===== src/hw/dspps_defs.svh =====
// Offsets, field positions, reset values and timing counts of the serial pin block
`ifndef DSPPS_DEFS_SVH
`define DSPPS_DEFS_SVH
`define DSPPS_OFF_CTRL      32'h0000_0000
`define DSPPS_OFF_STAT_A    32'h0000_0004
`define DSPPS_OFF_STAT_B    32'h0000_0008
`define DSPPS_OFF_TXDATA    32'h0000_000C
`define DSPPS_OFF_STRAP     32'h0000_0010
`define DSPPS_OFF_STRAP_AUX 32'h0000_0014
`define DSPPS_CTRL_RST      5'h00
`define DSPPS_CTRL_DTR_A    0
`define DSPPS_CTRL_RTS_A    1
`define DSPPS_CTRL_DTR_B    2
`define DSPPS_CTRL_RTS_B    3
`define DSPPS_CTRL_IR_B     4
`define DSPPS_STAT_CTS      4
`define DSPPS_STRAP_IDX     0
`define DSPPS_STRAP_PNP     2
`define DSPPS_STRAP_G0      4
`define DSPPS_STRAP_G1      5
`define DSPPS_TXD_CHAN      8
`define DSPPS_CLK_HZ        25000000
`define DSPPS_BAUD          115200
`define DSPPS_BIT_CYC       (`DSPPS_CLK_HZ / `DSPPS_BAUD)
`define DSPPS_FIFO_DEPTH    32
`define DSPPS_RESP_OK       2'h0
`define DSPPS_RESP_ERR      2'h2
`endif


===== src/hw/dspps_pkg.sv =====
// Types shared by the serial pin block
package dspps_pkg;
    typedef enum logic [1:0] {
        TX_IDLE  = 2'b00,
        TX_START = 2'b01,
        TX_DATA  = 2'b11,
        TX_STOP  = 2'b10
    } dspps_tx_state_t;
endpackage


===== src/hw/dspps_top.sv =====
// Two serial channels with modem lines, infrared lines and power-on straps
// Function
// Each channel takes its receive pin level from the link.
// Transmit pins drive serial data once reset has ended. Channel B's wire pin is held high while the infrared route is selected.
// Modem pulls ring indication low while ringing.
// Modem pulls carrier detect low while carrier is present.
// Modem holds dataset ready low when ready to link.
// Clear-to-send level reads in bit 4 of each channel status.
// Terminal-ready output goes low when controller is ready.
// Request-to-send output goes low when ready to send.
// Channel A terminal-ready strap sets index port select bit.
// Channel A request-to-send strap sets plug-and-play defaults bit 2.
// Channel A transmit strap enables or disables the floppy controller.
// Channel B transmit strap high selects serial interrupt mode.
// Channel B request-to-send strap sets interrupt or GPIO bits 4, 5.
// Second infrared channel has one transmit and one receive line.
// System holds master reset active to reset, inactive otherwise.
// Host supplies the bus clock in serial interrupt mode.
// Straps latch at reset release, then pins return to outputs.
`timescale 1ns/100ps
`include "dspps_defs.svh"
module dspps_top (
    // Clock and reset
    input  wire logic        aclk,
    input  wire logic        aresetn,
    // AXI4-Lite write
    input  wire logic [31:0] s_axi_awaddr,
    input  wire logic        s_axi_awvalid,
    output logic             s_axi_awready,
    input  wire logic [31:0] s_axi_wdata,
    input  wire logic [3:0]  s_axi_wstrb,
    input  wire logic        s_axi_wvalid,
    output logic             s_axi_wready,
    output logic [1:0]       s_axi_bresp,
    output logic             s_axi_bvalid,
    input  wire logic        s_axi_bready,
    // AXI4-Lite read
    input  wire logic [31:0] s_axi_araddr,
    input  wire logic        s_axi_arvalid,
    output logic             s_axi_arready,
    output logic [31:0]      s_axi_rdata,
    output logic [1:0]       s_axi_rresp,
    output logic             s_axi_rvalid,
    input  wire logic        s_axi_rready,
    // Channel A modem and data
    input  wire logic        serial_in_chan_a,
    input  wire logic        ring_indication_a_n,
    input  wire logic        carrier_detect_a_n,
    input  wire logic        dataset_ready_a_n,
    input  wire logic        clear_to_send_a_n,
    input  wire logic        terminal_ready_a_i,
    output logic             terminal_ready_a_o,
    output logic             terminal_ready_a_oe,
    input  wire logic        request_send_a_i,
    output logic             request_send_a_o,
    output logic             request_send_a_oe,
    input  wire logic        serial_out_chan_a_i,
    output logic             serial_out_chan_a_o,
    output logic             serial_out_chan_a_oe,
    // Channel B modem and data
    input  wire logic        serial_in_chan_b,
    input  wire logic        ring_indication_b_n,
    input  wire logic        carrier_detect_b_n,
    input  wire logic        dataset_ready_b_n,
    input  wire logic        clear_to_send_b_n,
    output logic             terminal_ready_b_n,
    input  wire logic        request_send_b_i,
    output logic             request_send_b_o,
    output logic             request_send_b_oe,
    input  wire logic        serial_out_chan_b_i,
    output logic             serial_out_chan_b_o,
    output logic             serial_out_chan_b_oe,
    // Second infrared channel
    output logic             infrared_tx_second,
    input  wire logic        infrared_rx_second,
    // Latched strap results
    output logic             index_port_select_bit,
    output logic             pnp_defaults_bit,
    output logic             floppy_enable,
    output logic             serial_irq_mode,
    output logic             pin_zero_irq_gpio_select,
    output logic             pin_one_irq_gpio_select
);
    logic [4:0]  ctrl_r;
    logic [4:0]  strap_r;
    logic        pins_on_r;
    logic        aw_hold_r;
    logic        w_hold_r;
    logic [31:0] awaddr_r;
    logic [31:0] wdata_r;
    logic [3:0]  wstrb_r;
    logic        bvalid_r;
    logic [1:0]  bresp_r;
    logic        rvalid_r;
    logic [1:0]  rresp_r;
    logic [31:0] rdata_r;
    logic [1:0]  tx_line;
    logic [1:0]  tx_busy;
    logic [1:0]  tx_ready;
    logic [1:0]  tx_valid;
    logic        fifo_in_ready;
    logic        fifo_out_valid;
    logic [8:0]  fifo_out_data;

    // Strap capture: pins read continuously while reset is held, frozen after release
    always_ff @(posedge aclk) begin
        if (!aresetn) begin
            strap_r   <= {request_send_b_i, serial_out_chan_b_i, serial_out_chan_a_i,
                          request_send_a_i, terminal_ready_a_i};
            pins_on_r <= 1'b0;
        end else begin
            pins_on_r <= 1'b1;
        end
    end

    // Strap meanings; pull resistors sit outside this logic
    assign index_port_select_bit    = strap_r[0];
    assign pnp_defaults_bit         = strap_r[1];
    assign floppy_enable            = strap_r[2];
    assign serial_irq_mode          = strap_r[3];
    assign pin_zero_irq_gpio_select = strap_r[4];
    assign pin_one_irq_gpio_select  = strap_r[4];

    // Shared pins stay released until the straps are frozen
    wire ir_b = ctrl_r[`DSPPS_CTRL_IR_B];
    assign terminal_ready_a_oe  = pins_on_r;
    assign request_send_a_oe    = pins_on_r;
    assign serial_out_chan_a_oe = pins_on_r;
    assign request_send_b_oe    = pins_on_r;
    assign serial_out_chan_b_oe = pins_on_r;
    assign terminal_ready_a_o   = !ctrl_r[`DSPPS_CTRL_DTR_A];
    assign request_send_a_o     = !ctrl_r[`DSPPS_CTRL_RTS_A];
    assign terminal_ready_b_n   = !ctrl_r[`DSPPS_CTRL_DTR_B];
    assign request_send_b_o     = !ctrl_r[`DSPPS_CTRL_RTS_B];
    assign serial_out_chan_a_o  = tx_line[0];
    // Infrared route parks the wire line idle high; wire route holds the IR line low
    assign serial_out_chan_b_o  = ir_b ? 1'b1 : tx_line[1];
    assign infrared_tx_second   = ir_b ? tx_line[1] : 1'b0;

    // Status words: modem inputs shown as raw pin levels
    wire rx_b = ir_b ? infrared_rx_second : serial_in_chan_b;
    wire [31:0] stat_a = {26'h000_0000, tx_busy[0], clear_to_send_a_n, dataset_ready_a_n,
                          carrier_detect_a_n, ring_indication_a_n, serial_in_chan_a};
    wire [31:0] stat_b = {26'h000_0000, tx_busy[1], clear_to_send_b_n, dataset_ready_b_n,
                          carrier_detect_b_n, ring_indication_b_n, rx_b};
    wire [31:0] strap_w = {26'h000_0000, strap_r[4], strap_r[4], 1'b0, strap_r[1], 1'b0, strap_r[0]};
    wire [31:0] aux_w   = {30'h0000_0000, strap_r[3], strap_r[2]};

    // Read decode
    wire rd_ctrl = (s_axi_araddr == `DSPPS_OFF_CTRL);
    wire rd_sa   = (s_axi_araddr == `DSPPS_OFF_STAT_A);
    wire rd_sb   = (s_axi_araddr == `DSPPS_OFF_STAT_B);
    wire rd_txd  = (s_axi_araddr == `DSPPS_OFF_TXDATA);
    wire rd_st   = (s_axi_araddr == `DSPPS_OFF_STRAP);
    wire rd_aux  = (s_axi_araddr == `DSPPS_OFF_STRAP_AUX);
    wire rd_hit  = rd_ctrl | rd_sa | rd_sb | rd_txd | rd_st | rd_aux;
    wire [31:0] rd_mux = rd_ctrl ? {27'h000_0000, ctrl_r} :
                         rd_sa   ? stat_a :
                         rd_sb   ? stat_b :
                         rd_txd  ? {31'h0000_0000, fifo_in_ready} :
                         rd_st   ? strap_w :
                         rd_aux  ? aux_w : 32'h0000_0000;
    wire ar_take = s_axi_arvalid && s_axi_arready;

    // Write decode; a full FIFO holds the write until room appears
    wire wr_ctrl = (awaddr_r == `DSPPS_OFF_CTRL);
    wire wr_txd  = (awaddr_r == `DSPPS_OFF_TXDATA);
    wire wr_ro   = (awaddr_r == `DSPPS_OFF_STAT_A) | (awaddr_r == `DSPPS_OFF_STAT_B) |
                   (awaddr_r == `DSPPS_OFF_STRAP) | (awaddr_r == `DSPPS_OFF_STRAP_AUX);
    wire wr_go   = aw_hold_r && w_hold_r && !bvalid_r && (!wr_txd || fifo_in_ready);
    wire fifo_push = wr_go && wr_txd && wstrb_r[0];

    assign s_axi_awready = !aw_hold_r;
    assign s_axi_wready  = !w_hold_r;
    assign s_axi_bvalid  = bvalid_r;
    assign s_axi_bresp   = bresp_r;
    assign s_axi_arready = !rvalid_r;
    assign s_axi_rvalid  = rvalid_r;
    assign s_axi_rdata   = rdata_r;
    assign s_axi_rresp   = rresp_r;

    // Address and data may arrive in either order
    always_ff @(posedge aclk) begin
        if (!aresetn) begin
            aw_hold_r <= 1'b0;
            w_hold_r  <= 1'b0;
            awaddr_r  <= 32'h0000_0000;
            wdata_r   <= 32'h0000_0000;
            wstrb_r   <= 4'h0;
        end else begin
            if (s_axi_awvalid && !aw_hold_r) begin
                aw_hold_r <= 1'b1;
                awaddr_r  <= s_axi_awaddr;
            end else if (wr_go) begin
                aw_hold_r <= 1'b0;
            end
            if (s_axi_wvalid && !w_hold_r) begin
                w_hold_r <= 1'b1;
                wdata_r  <= s_axi_wdata;
                wstrb_r  <= s_axi_wstrb;
            end else if (wr_go) begin
                w_hold_r <= 1'b0;
            end
        end
    end

    // Write response and control register
    always_ff @(posedge aclk) begin
        if (!aresetn) begin
            bvalid_r <= 1'b0;
            bresp_r  <= `DSPPS_RESP_OK;
            ctrl_r   <= `DSPPS_CTRL_RST;
        end else begin
            if (wr_go) begin
                bvalid_r <= 1'b1;
                bresp_r  <= (wr_ctrl | wr_txd | wr_ro) ? `DSPPS_RESP_OK : `DSPPS_RESP_ERR;
            end else if (s_axi_bready) begin
                bvalid_r <= 1'b0;
            end
            if (wr_go && wr_ctrl && wstrb_r[0]) begin
                ctrl_r <= wdata_r[4:0];
            end
        end
    end

    // Read channel
    always_ff @(posedge aclk) begin
        if (!aresetn) begin
            rvalid_r <= 1'b0;
            rdata_r  <= 32'h0000_0000;
            rresp_r  <= `DSPPS_RESP_OK;
        end else if (ar_take) begin
            rvalid_r <= 1'b1;
            rdata_r  <= rd_mux;
            rresp_r  <= rd_hit ? `DSPPS_RESP_OK : `DSPPS_RESP_ERR;
        end else if (s_axi_rready) begin
            rvalid_r <= 1'b0;
        end
    end

    // Shared transmit queue; bit 8 picks the channel
    dspps_fifo #(.W(9), .D(`DSPPS_FIFO_DEPTH)) u_fifo (
        .aclk      (aclk),
        .aresetn   (aresetn),
        .in_valid  (fifo_push),
        .in_ready  (fifo_in_ready),
        .in_data   (wdata_r[8:0]),
        .out_valid (fifo_out_valid),
        .out_ready (tx_ready[fifo_out_data[`DSPPS_TXD_CHAN]]),
        .out_data  (fifo_out_data)
    );

    // One serialiser per channel; the queue stalls while the head entry's channel is busy
    genvar gi;
    generate
        for (gi = 0; gi < 2; gi++) begin : g_tx
            assign tx_valid[gi] = fifo_out_valid && (fifo_out_data[`DSPPS_TXD_CHAN] == 1'(gi));
            dspps_tx u_tx (
                .aclk     (aclk),
                .aresetn  (aresetn),
                .in_valid (tx_valid[gi]),
                .in_ready (tx_ready[gi]),
                .in_data  (fifo_out_data[7:0]),
                .txd      (tx_line[gi]),
                .busy     (tx_busy[gi])
            );
        end
    endgenerate

    // Checks
    property p_rx_level;
        @(posedge aclk) disable iff (!aresetn)
        ar_take && rd_sa |=> s_axi_rdata[0] == $past(serial_in_chan_a);
    endproperty
    a_rx_level: assert property (p_rx_level) else $error("rx level not reported");
    property p_cts_bit;
        @(posedge aclk) disable iff (!aresetn)
        ar_take && rd_sb |=> s_axi_rdata[`DSPPS_STAT_CTS] == $past(clear_to_send_b_n);
    endproperty
    a_cts_bit: assert property (p_cts_bit) else $error("cts not in bit 4");
    property p_tx_drive;
        @(posedge aclk) disable iff (!aresetn)
        pins_on_r && !tx_busy[0] |-> serial_out_chan_a_oe && serial_out_chan_a_o;
    endproperty
    a_tx_drive: assert property (p_tx_drive) else $error("idle tx not driven high");
    property p_dtr_low;
        @(posedge aclk) disable iff (!aresetn)
        wr_go && wr_ctrl && wstrb_r[0] && wdata_r[0] |=> !terminal_ready_a_o;
    endproperty
    a_dtr_low: assert property (p_dtr_low) else $error("terminal ready not asserted");
    property p_rts_low;
        @(posedge aclk) disable iff (!aresetn)
        wr_go && wr_ctrl && wstrb_r[0] && wdata_r[3] |=> !request_send_b_o;
    endproperty
    a_rts_low: assert property (p_rts_low) else $error("request to send not asserted");
    property p_strap_a;
        @(posedge aclk) disable iff (!aresetn)
        $rose(pins_on_r) |-> index_port_select_bit == $past(terminal_ready_a_i, 2) &&
                             pnp_defaults_bit == $past(request_send_a_i, 2) &&
                             floppy_enable == $past(serial_out_chan_a_i, 2);
    endproperty
    a_strap_a: assert property (p_strap_a) else $error("channel A strap mislatched");
    property p_strap_b;
        @(posedge aclk) disable iff (!aresetn)
        $rose(pins_on_r) |-> serial_irq_mode == $past(serial_out_chan_b_i, 2) &&
                             pin_one_irq_gpio_select == $past(request_send_b_i, 2);
    endproperty
    a_strap_b: assert property (p_strap_b) else $error("channel B strap mislatched");
    property p_strap_hold;
        @(posedge aclk) disable iff (!aresetn)
        pins_on_r |=> $stable(strap_r) && serial_out_chan_b_oe;
    endproperty
    a_strap_hold: assert property (p_strap_hold) else $error("strap changed after release");
    property p_ir_route;
        @(posedge aclk) disable iff (!aresetn)
        ir_b && tx_busy[1] |-> infrared_tx_second == tx_line[1] && serial_out_chan_b_o;
    endproperty
    a_ir_route: assert property (p_ir_route) else $error("infrared route wrong");
    c_tx_frame: cover property (@(posedge aclk) disable iff (!aresetn) tx_valid[0] && tx_ready[0]);
    c_fifo_full: cover property (@(posedge aclk) disable iff (!aresetn) !fifo_in_ready);
    c_release: cover property (@(posedge aclk) disable iff (!aresetn) $rose(pins_on_r));
    c_bad_addr: cover property (@(posedge aclk) disable iff (!aresetn) ar_take && !rd_hit);
endmodule


===== src/hw/dspps_fifo.sv =====
// Synchronous FIFO with valid/ready on both sides
`timescale 1ns/100ps
module dspps_fifo #(
    parameter int W = 9,
    parameter int D = 32
) (
    // Clock and reset
    input  wire logic         aclk,
    input  wire logic         aresetn,
    // Fill side
    input  wire logic         in_valid,
    output logic              in_ready,
    input  wire logic [W-1:0] in_data,
    // Drain side
    output logic              out_valid,
    input  wire logic         out_ready,
    output logic [W-1:0]      out_data
);
    localparam int AW = $clog2(D);
    logic [W-1:0] mem [D];
    logic [AW:0]  wptr_r;
    logic [AW:0]  rptr_r;
    wire          full  = (wptr_r[AW] != rptr_r[AW]) && (wptr_r[AW-1:0] == rptr_r[AW-1:0]);
    wire          empty = (wptr_r == rptr_r);
    wire          push  = in_valid && !full;
    wire          pop   = out_valid && out_ready;

    // Honest flags straight from the pointers
    assign in_ready  = !full;
    assign out_valid = !empty;
    assign out_data  = mem[rptr_r[AW-1:0]];

    // Storage write
    always_ff @(posedge aclk) begin
        if (push) begin
            mem[wptr_r[AW-1:0]] <= in_data;
        end
    end

    // Pointers
    always_ff @(posedge aclk) begin
        if (!aresetn) begin
            wptr_r <= '0;
            rptr_r <= '0;
        end else begin
            if (push) begin
                wptr_r <= wptr_r + 1'b1;
            end
            if (pop) begin
                rptr_r <= rptr_r + 1'b1;
            end
        end
    end
endmodule


===== src/hw/dspps_tx.sv =====
// Serialiser: one start bit, eight data bits LSB first, one stop bit
`timescale 1ns/100ps
`include "dspps_defs.svh"
module dspps_tx (
    // Clock and reset
    input  wire logic       aclk,
    input  wire logic       aresetn,
    // Byte in
    input  wire logic       in_valid,
    output logic            in_ready,
    input  wire logic [7:0] in_data,
    // Line
    output logic            txd,
    output logic            busy
);
    localparam logic [15:0] BIT_CYC = 16'(`DSPPS_BIT_CYC);
    dspps_pkg::dspps_tx_state_t st_r;
    logic [15:0] cnt_r;
    logic [7:0]  sh_r;
    logic [2:0]  nbit_r;
    logic        txd_r;
    wire         tick = (cnt_r == BIT_CYC - 16'h0001);

    // Idle line is high
    assign in_ready = (st_r == dspps_pkg::TX_IDLE);
    assign txd      = txd_r;
    assign busy     = !in_ready;

    // Bit timing and framing
    always_ff @(posedge aclk) begin
        if (!aresetn) begin
            st_r   <= dspps_pkg::TX_IDLE;
            cnt_r  <= 16'h0000;
            sh_r   <= 8'h00;
            nbit_r <= 3'h0;
            txd_r  <= 1'b1;
        end else begin
            cnt_r <= (st_r == dspps_pkg::TX_IDLE || tick) ? 16'h0000 : cnt_r + 16'h0001;
            unique case (st_r)
                dspps_pkg::TX_IDLE: begin
                    if (in_valid) begin
                        sh_r  <= in_data;
                        txd_r <= 1'b0;
                        st_r  <= dspps_pkg::TX_START;
                    end
                end
                dspps_pkg::TX_START: begin
                    if (tick) begin
                        txd_r  <= sh_r[0];
                        sh_r   <= {1'b0, sh_r[7:1]};
                        nbit_r <= 3'h0;
                        st_r   <= dspps_pkg::TX_DATA;
                    end
                end
                dspps_pkg::TX_DATA: begin
                    if (tick) begin
                        nbit_r <= nbit_r + 3'h1;
                        txd_r  <= (nbit_r == 3'h7) ? 1'b1 : sh_r[0];
                        sh_r   <= {1'b0, sh_r[7:1]};
                        if (nbit_r == 3'h7) begin
                            st_r <= dspps_pkg::TX_STOP;
                        end
                    end
                end
                dspps_pkg::TX_STOP: begin
                    if (tick) begin
                        st_r <= dspps_pkg::TX_IDLE;
                    end
                end
            endcase
        end
    end
endmodule


===== config.mk =====
export PLATFORM = sky130hd
export DESIGN_NAME = dspps_top
export DESIGN_NICKNAME = d
export VERILOG_FILES = /design/src/hw/dspps_pkg.sv /design/src/hw/dspps_top.sv /design/src/hw/dspps_fifo.sv /design/src/hw/dspps_tx.sv
export VERILOG_INCLUDE_DIRS = /design/src /design/src/hw
export SDC_FILE = /design/constraint.sdc
export NUM_CORES = 1
export LEC_CHECK = 0
export BUFFER_PORTS_ARGS = -buffer_cell sky130_fd_sc_hd__buf_2
export CAP_MARGIN = 20
export CORE_MARGIN = 4
export CORE_UTILIZATION = 40
export DETAILED_ROUTE_END_ITERATION = 8
export SKIP_LAST_GASP = 1
export SLEW_MARGIN = 20
export SYNTH_ARGS = -nofsm -noshare
export SYNTH_HDL_FRONTEND = slang
export SYNTH_SLANG_ARGS = --single-unit

===== constraint.sdc =====
create_clock -name aclk -period 3.3 [get_ports aclk]
set_clock_uncertainty 0.05 [all_clocks]
set_input_delay 0.99 -clock aclk [delete_from_list [all_inputs] [get_ports aclk]]
set_output_delay 0.99 -clock aclk [all_outputs]
set_load 0.005 [all_outputs]

==> impl_metrics.env <==
export IMPL_dieArea_um2=47100
export IMPL_finalPower_uw=11600
export IMPL_cts_hold_buf=0
export IMPL_crit_path_max_incr_delay_ns=0.55
export IMPL_ys_warn_count=0
export IMPL_worstHoldPathType="reg -> reg"
export IMPL_grt_pass1_wl_um=59600
export IMPL_clock_power_share_pct=42.8
export IMPL_pre_cts_ws_ns=0.390
export IMPL_pwr_share_seq_pct=51.3
export IMPL_cp_num_cells=8
export IMPL_grt_pass1_vias=10600
export IMPL_fin_nets=1567
export IMPL_worst_pin_slew_ns=0.971
export IMPL_drtPass1Iterations=5
export IMPL_portBuffers=127
export IMPL_wire_per_inst_um=18.6
export IMPL_insertion_delay_ns=0.56
export IMPL_syn2layout_area_growth_pct=17.0
export IMPL_slew_viol_final=0
export IMPL_multi_input_area_um2=5430
export IMPL_die_h_um=217
export IMPL_pwr_share_comb_pct=5.9
export IMPL_mostFrequentLayoutCells="edfxtp_1, nand2_1, dfxtp_1"
export IMPL_setup_slack_ns=0.369
export IMPL_yosys_register_bits=430
export IMPL_rsz0062_at_grt="no"
export IMPL_grt_max_degree=35
export IMPL_io_pins=182
export IMPL_die_w_um=217
export IMPL_placed_area_um2=19000
export IMPL_fmax_mhz=341
export IMPL_crit_fanout=18
export IMPL_vias=10600
export IMPL_routed_via_density=5.14
export IMPL_reg2reg_depth=8
export IMPL_design_area_um2=20500
export IMPL_tns_ns=0
export IMPL_synthCells=1261
export IMPL_cts_path_max_buffers=3
export IMPL_cts_tree="built"
export IMPL_gp_congestion=0.809
export IMPL_numCtsBuffers=46
export IMPL_swShare_pct=21.7
export IMPL_path_clk_slew_ns=0.06
export IMPL_layout_commonest_cell="edfxtp_1"
export IMPL_drt_iter0_drc=750
export IMPL_synth_async_reset_ratio_pct=0
export IMPL_timing_max_cap_violations=0
export IMPL_slowest_stage="dfxtp_4"
export IMPL_grt_ovfl_total=0
export IMPL_seq_area_frac_synth_pct=66.0
export IMPL_status="complete, no violations"
export IMPL_htreeDepth=2
export IMPL_min_period_ns=2.93
export IMPL_slew_headroom_pct=35.1
export IMPL_avgSynthCellArea_um2=13.9
export IMPL_hold_depth=2
export IMPL_fin_crit_sh_pct=88.8
export IMPL_ir_worst_vdd_uv=578
export IMPL_startpoint_type="register"
export IMPL_cp_data_arrival_time_ns=3.31
export IMPL_grtUsageTotal_pct=16.0
export IMPL_synth_distinct_cells=59
export IMPL_leakagePower_uw=0.00708
export IMPL_antenna_left=0
export IMPL_synth_edf_count=293
export IMPL_syn_cell_area_um2=17500
export IMPL_crit_type="reg -> reg"
export IMPL_synthFlopType="edfxtp_1"
export IMPL_hold_violations=0
export IMPL_core_um2=43200
export IMPL_nFillCells=3824
export IMPL_drc_errors=0
export IMPL_cts_setup_buffers=0
export IMPL_clock_sinks=430
export IMPL_clockRootBuffer="clkbuf_16"
export IMPL_drive_gt1_share_pct=24.3
export IMPL_p_switching_uw=2520
export IMPL_cts_resized_gates=0
export IMPL_internal_power_uw=9110
export IMPL_hpwl_um=25200
export IMPL_setup_viol=0
export IMPL_p_per_area_nw_per_um2=568
export IMPL_crit_buf_inv=2
export IMPL_crit_family="compound AO/OA/AOI/OAI gates"
export IMPL_required_ns=3.68
export IMPL_crit_chain="buf_12 -> mux4_2 -> mux2i_1 -> a2bb2oi_1 -> a211oi_4 -> buf_4 -> o221ai_1 -> o211a_1"
export IMPL_endpoint_kind="register"
export IMPL_row_count=76
export IMPL_start_util_pct=40.5
export IMPL_antenna_found_initial=0
export IMPL_finish_utilization_pct=47.4
export IMPL_ff_latch_area_um2=11600
export IMPL_routed_wl_um=38200
## metal layers
layer  track usage, %  part of all wire (%)  vias to the layer above
met5                0                     0                        -
met4             3.52                   1.5                        0
met3             2.09                   3.5                       45
met2             27.1                    50                      181
met1             22.2                    45                     5322
li1                 -                     -                     5002
## path summary, 6_finish.rpt
| path | start | endpoint | slack (ns) |
|---|---|---|---|
| max | register | g_tx[0].u_tx.sh_r[1]$_SDFFE_PN0P_ | 0.37 |
| min | awaddr_r[30]$_SDFFE_PN0P_ | awaddr_r[30]$_SDFFE_PN0P_ | 0.40 |
| max reg2reg | register | g_tx[0].u_tx.sh_r[1]$_SDFFE_PN0P_ | 0.37 |
| min reg2reg | awaddr_r[30]$_SDFFE_PN0P_ | awaddr_r[30]$_SDFFE_PN0P_ | 0.40 |
## cell usage after synthesis (3+ instances only)
library cell,instances,area share (%)
o211a_1,14,0.80
or3_1,15,0.54
nor2_1,95,2.0
nand2_1,160,3.4
buf_1,9,0.19
o22ai_1,14,0.50
dfxtp_1,137,16
mux2i_1,41,2.3
nor2b_1,8,0.29
and4_1,3,0.15
a31oi_1,3,0.11
and3_1,5,0.18
nor3_1,12,0.34
nand3_1,19,0.54
xnor2_1,5,0.25
mux4_2,72,9.3
nand4_1,7,0.25
o221ai_1,16,0.80
nand3b_1,5,0.21
a21oi_1,90,2.6
nand2b_1,5,0.18
clkbuf_1,39,0.84
buf_2,11,0.31
a211oi_1,4,0.17
xor2_1,24,1.2
edfxtp_1,293,50
inv_1,21,0.45
buf_6,3,0.19
ha_1,13,0.93
or2_2,8,0.29
o21ai_0,22,0.63
nor4_1,16,0.57
buf_4,37,1.6
## kinds of logic after synthesis
family | count (synthesis) | synth area share (%)
flip-flops | 430 | 66.0
AND/OR/NAND/NOR | 372 | 9.69
XOR/XNOR | 29 | 1.45
multiplexers | 116 | 11.8
buffers and inverters | 120 | 3.58
other | 1 | 0.0214
adder cells (fa/ha/maj) | 13 | 0.930
AO/OA/AOI/OAI | 180 | 6.54
## power by group through the flow
stage          logic, uW  registers, uW  clock network (uW)
3_3_place_gp         688           6070                   0
2_1_floorplan        502           6040                   0
4_1_cts              700           5960                5100
5_1_grt              762           5980                5310
3_5_place_dp         698           6080                   0
6_report             689           5960                4980
## layout make-up
cell class,count,share of cell area (%)
sequential,430,56.5
multi-input combinational,738,26.5
clock buffer,60,6.18
timing repair buffer,194,5.75
tap,585,3.58
clock inverter,25,1.08
inverter,21,0.385
antenna,1,0.0122
## worst min-delay path, cell delays in order (launching register included)
cell	delay, ns
dfxtp_1	0.31
nand2_1	0.05
a21oi_1	0.05
## metrics by stage
stage	hold WS (ns)	cells
3_3_place_gp	0.391	1968
5_1_grt	0.428	2053
6_report	0.403	2054
4_1_cts	0.404	2053
2_1_floorplan	0.380	1288
3_5_place_dp	0.396	1968
## registers in the layout, summed over array words and instances, names as in the netlist, 6 cells and up, named ones only
| name | cells |
|---|---|
| s_axi_rdata | 6 |
| g_tx.u_tx.nbit_r | 6 |
| u_fifo.mem | 288 |
| wdata_r | 9 |
| g_tx.u_tx.sh_r | 16 |
| g_tx.u_tx.cnt_r | 32 |
| u_fifo.wptr_r | 6 |
| u_fifo.rptr_r | 6 |
| awaddr_r | 32 |
Note: power is estimated with default switching activity, not from simulation.
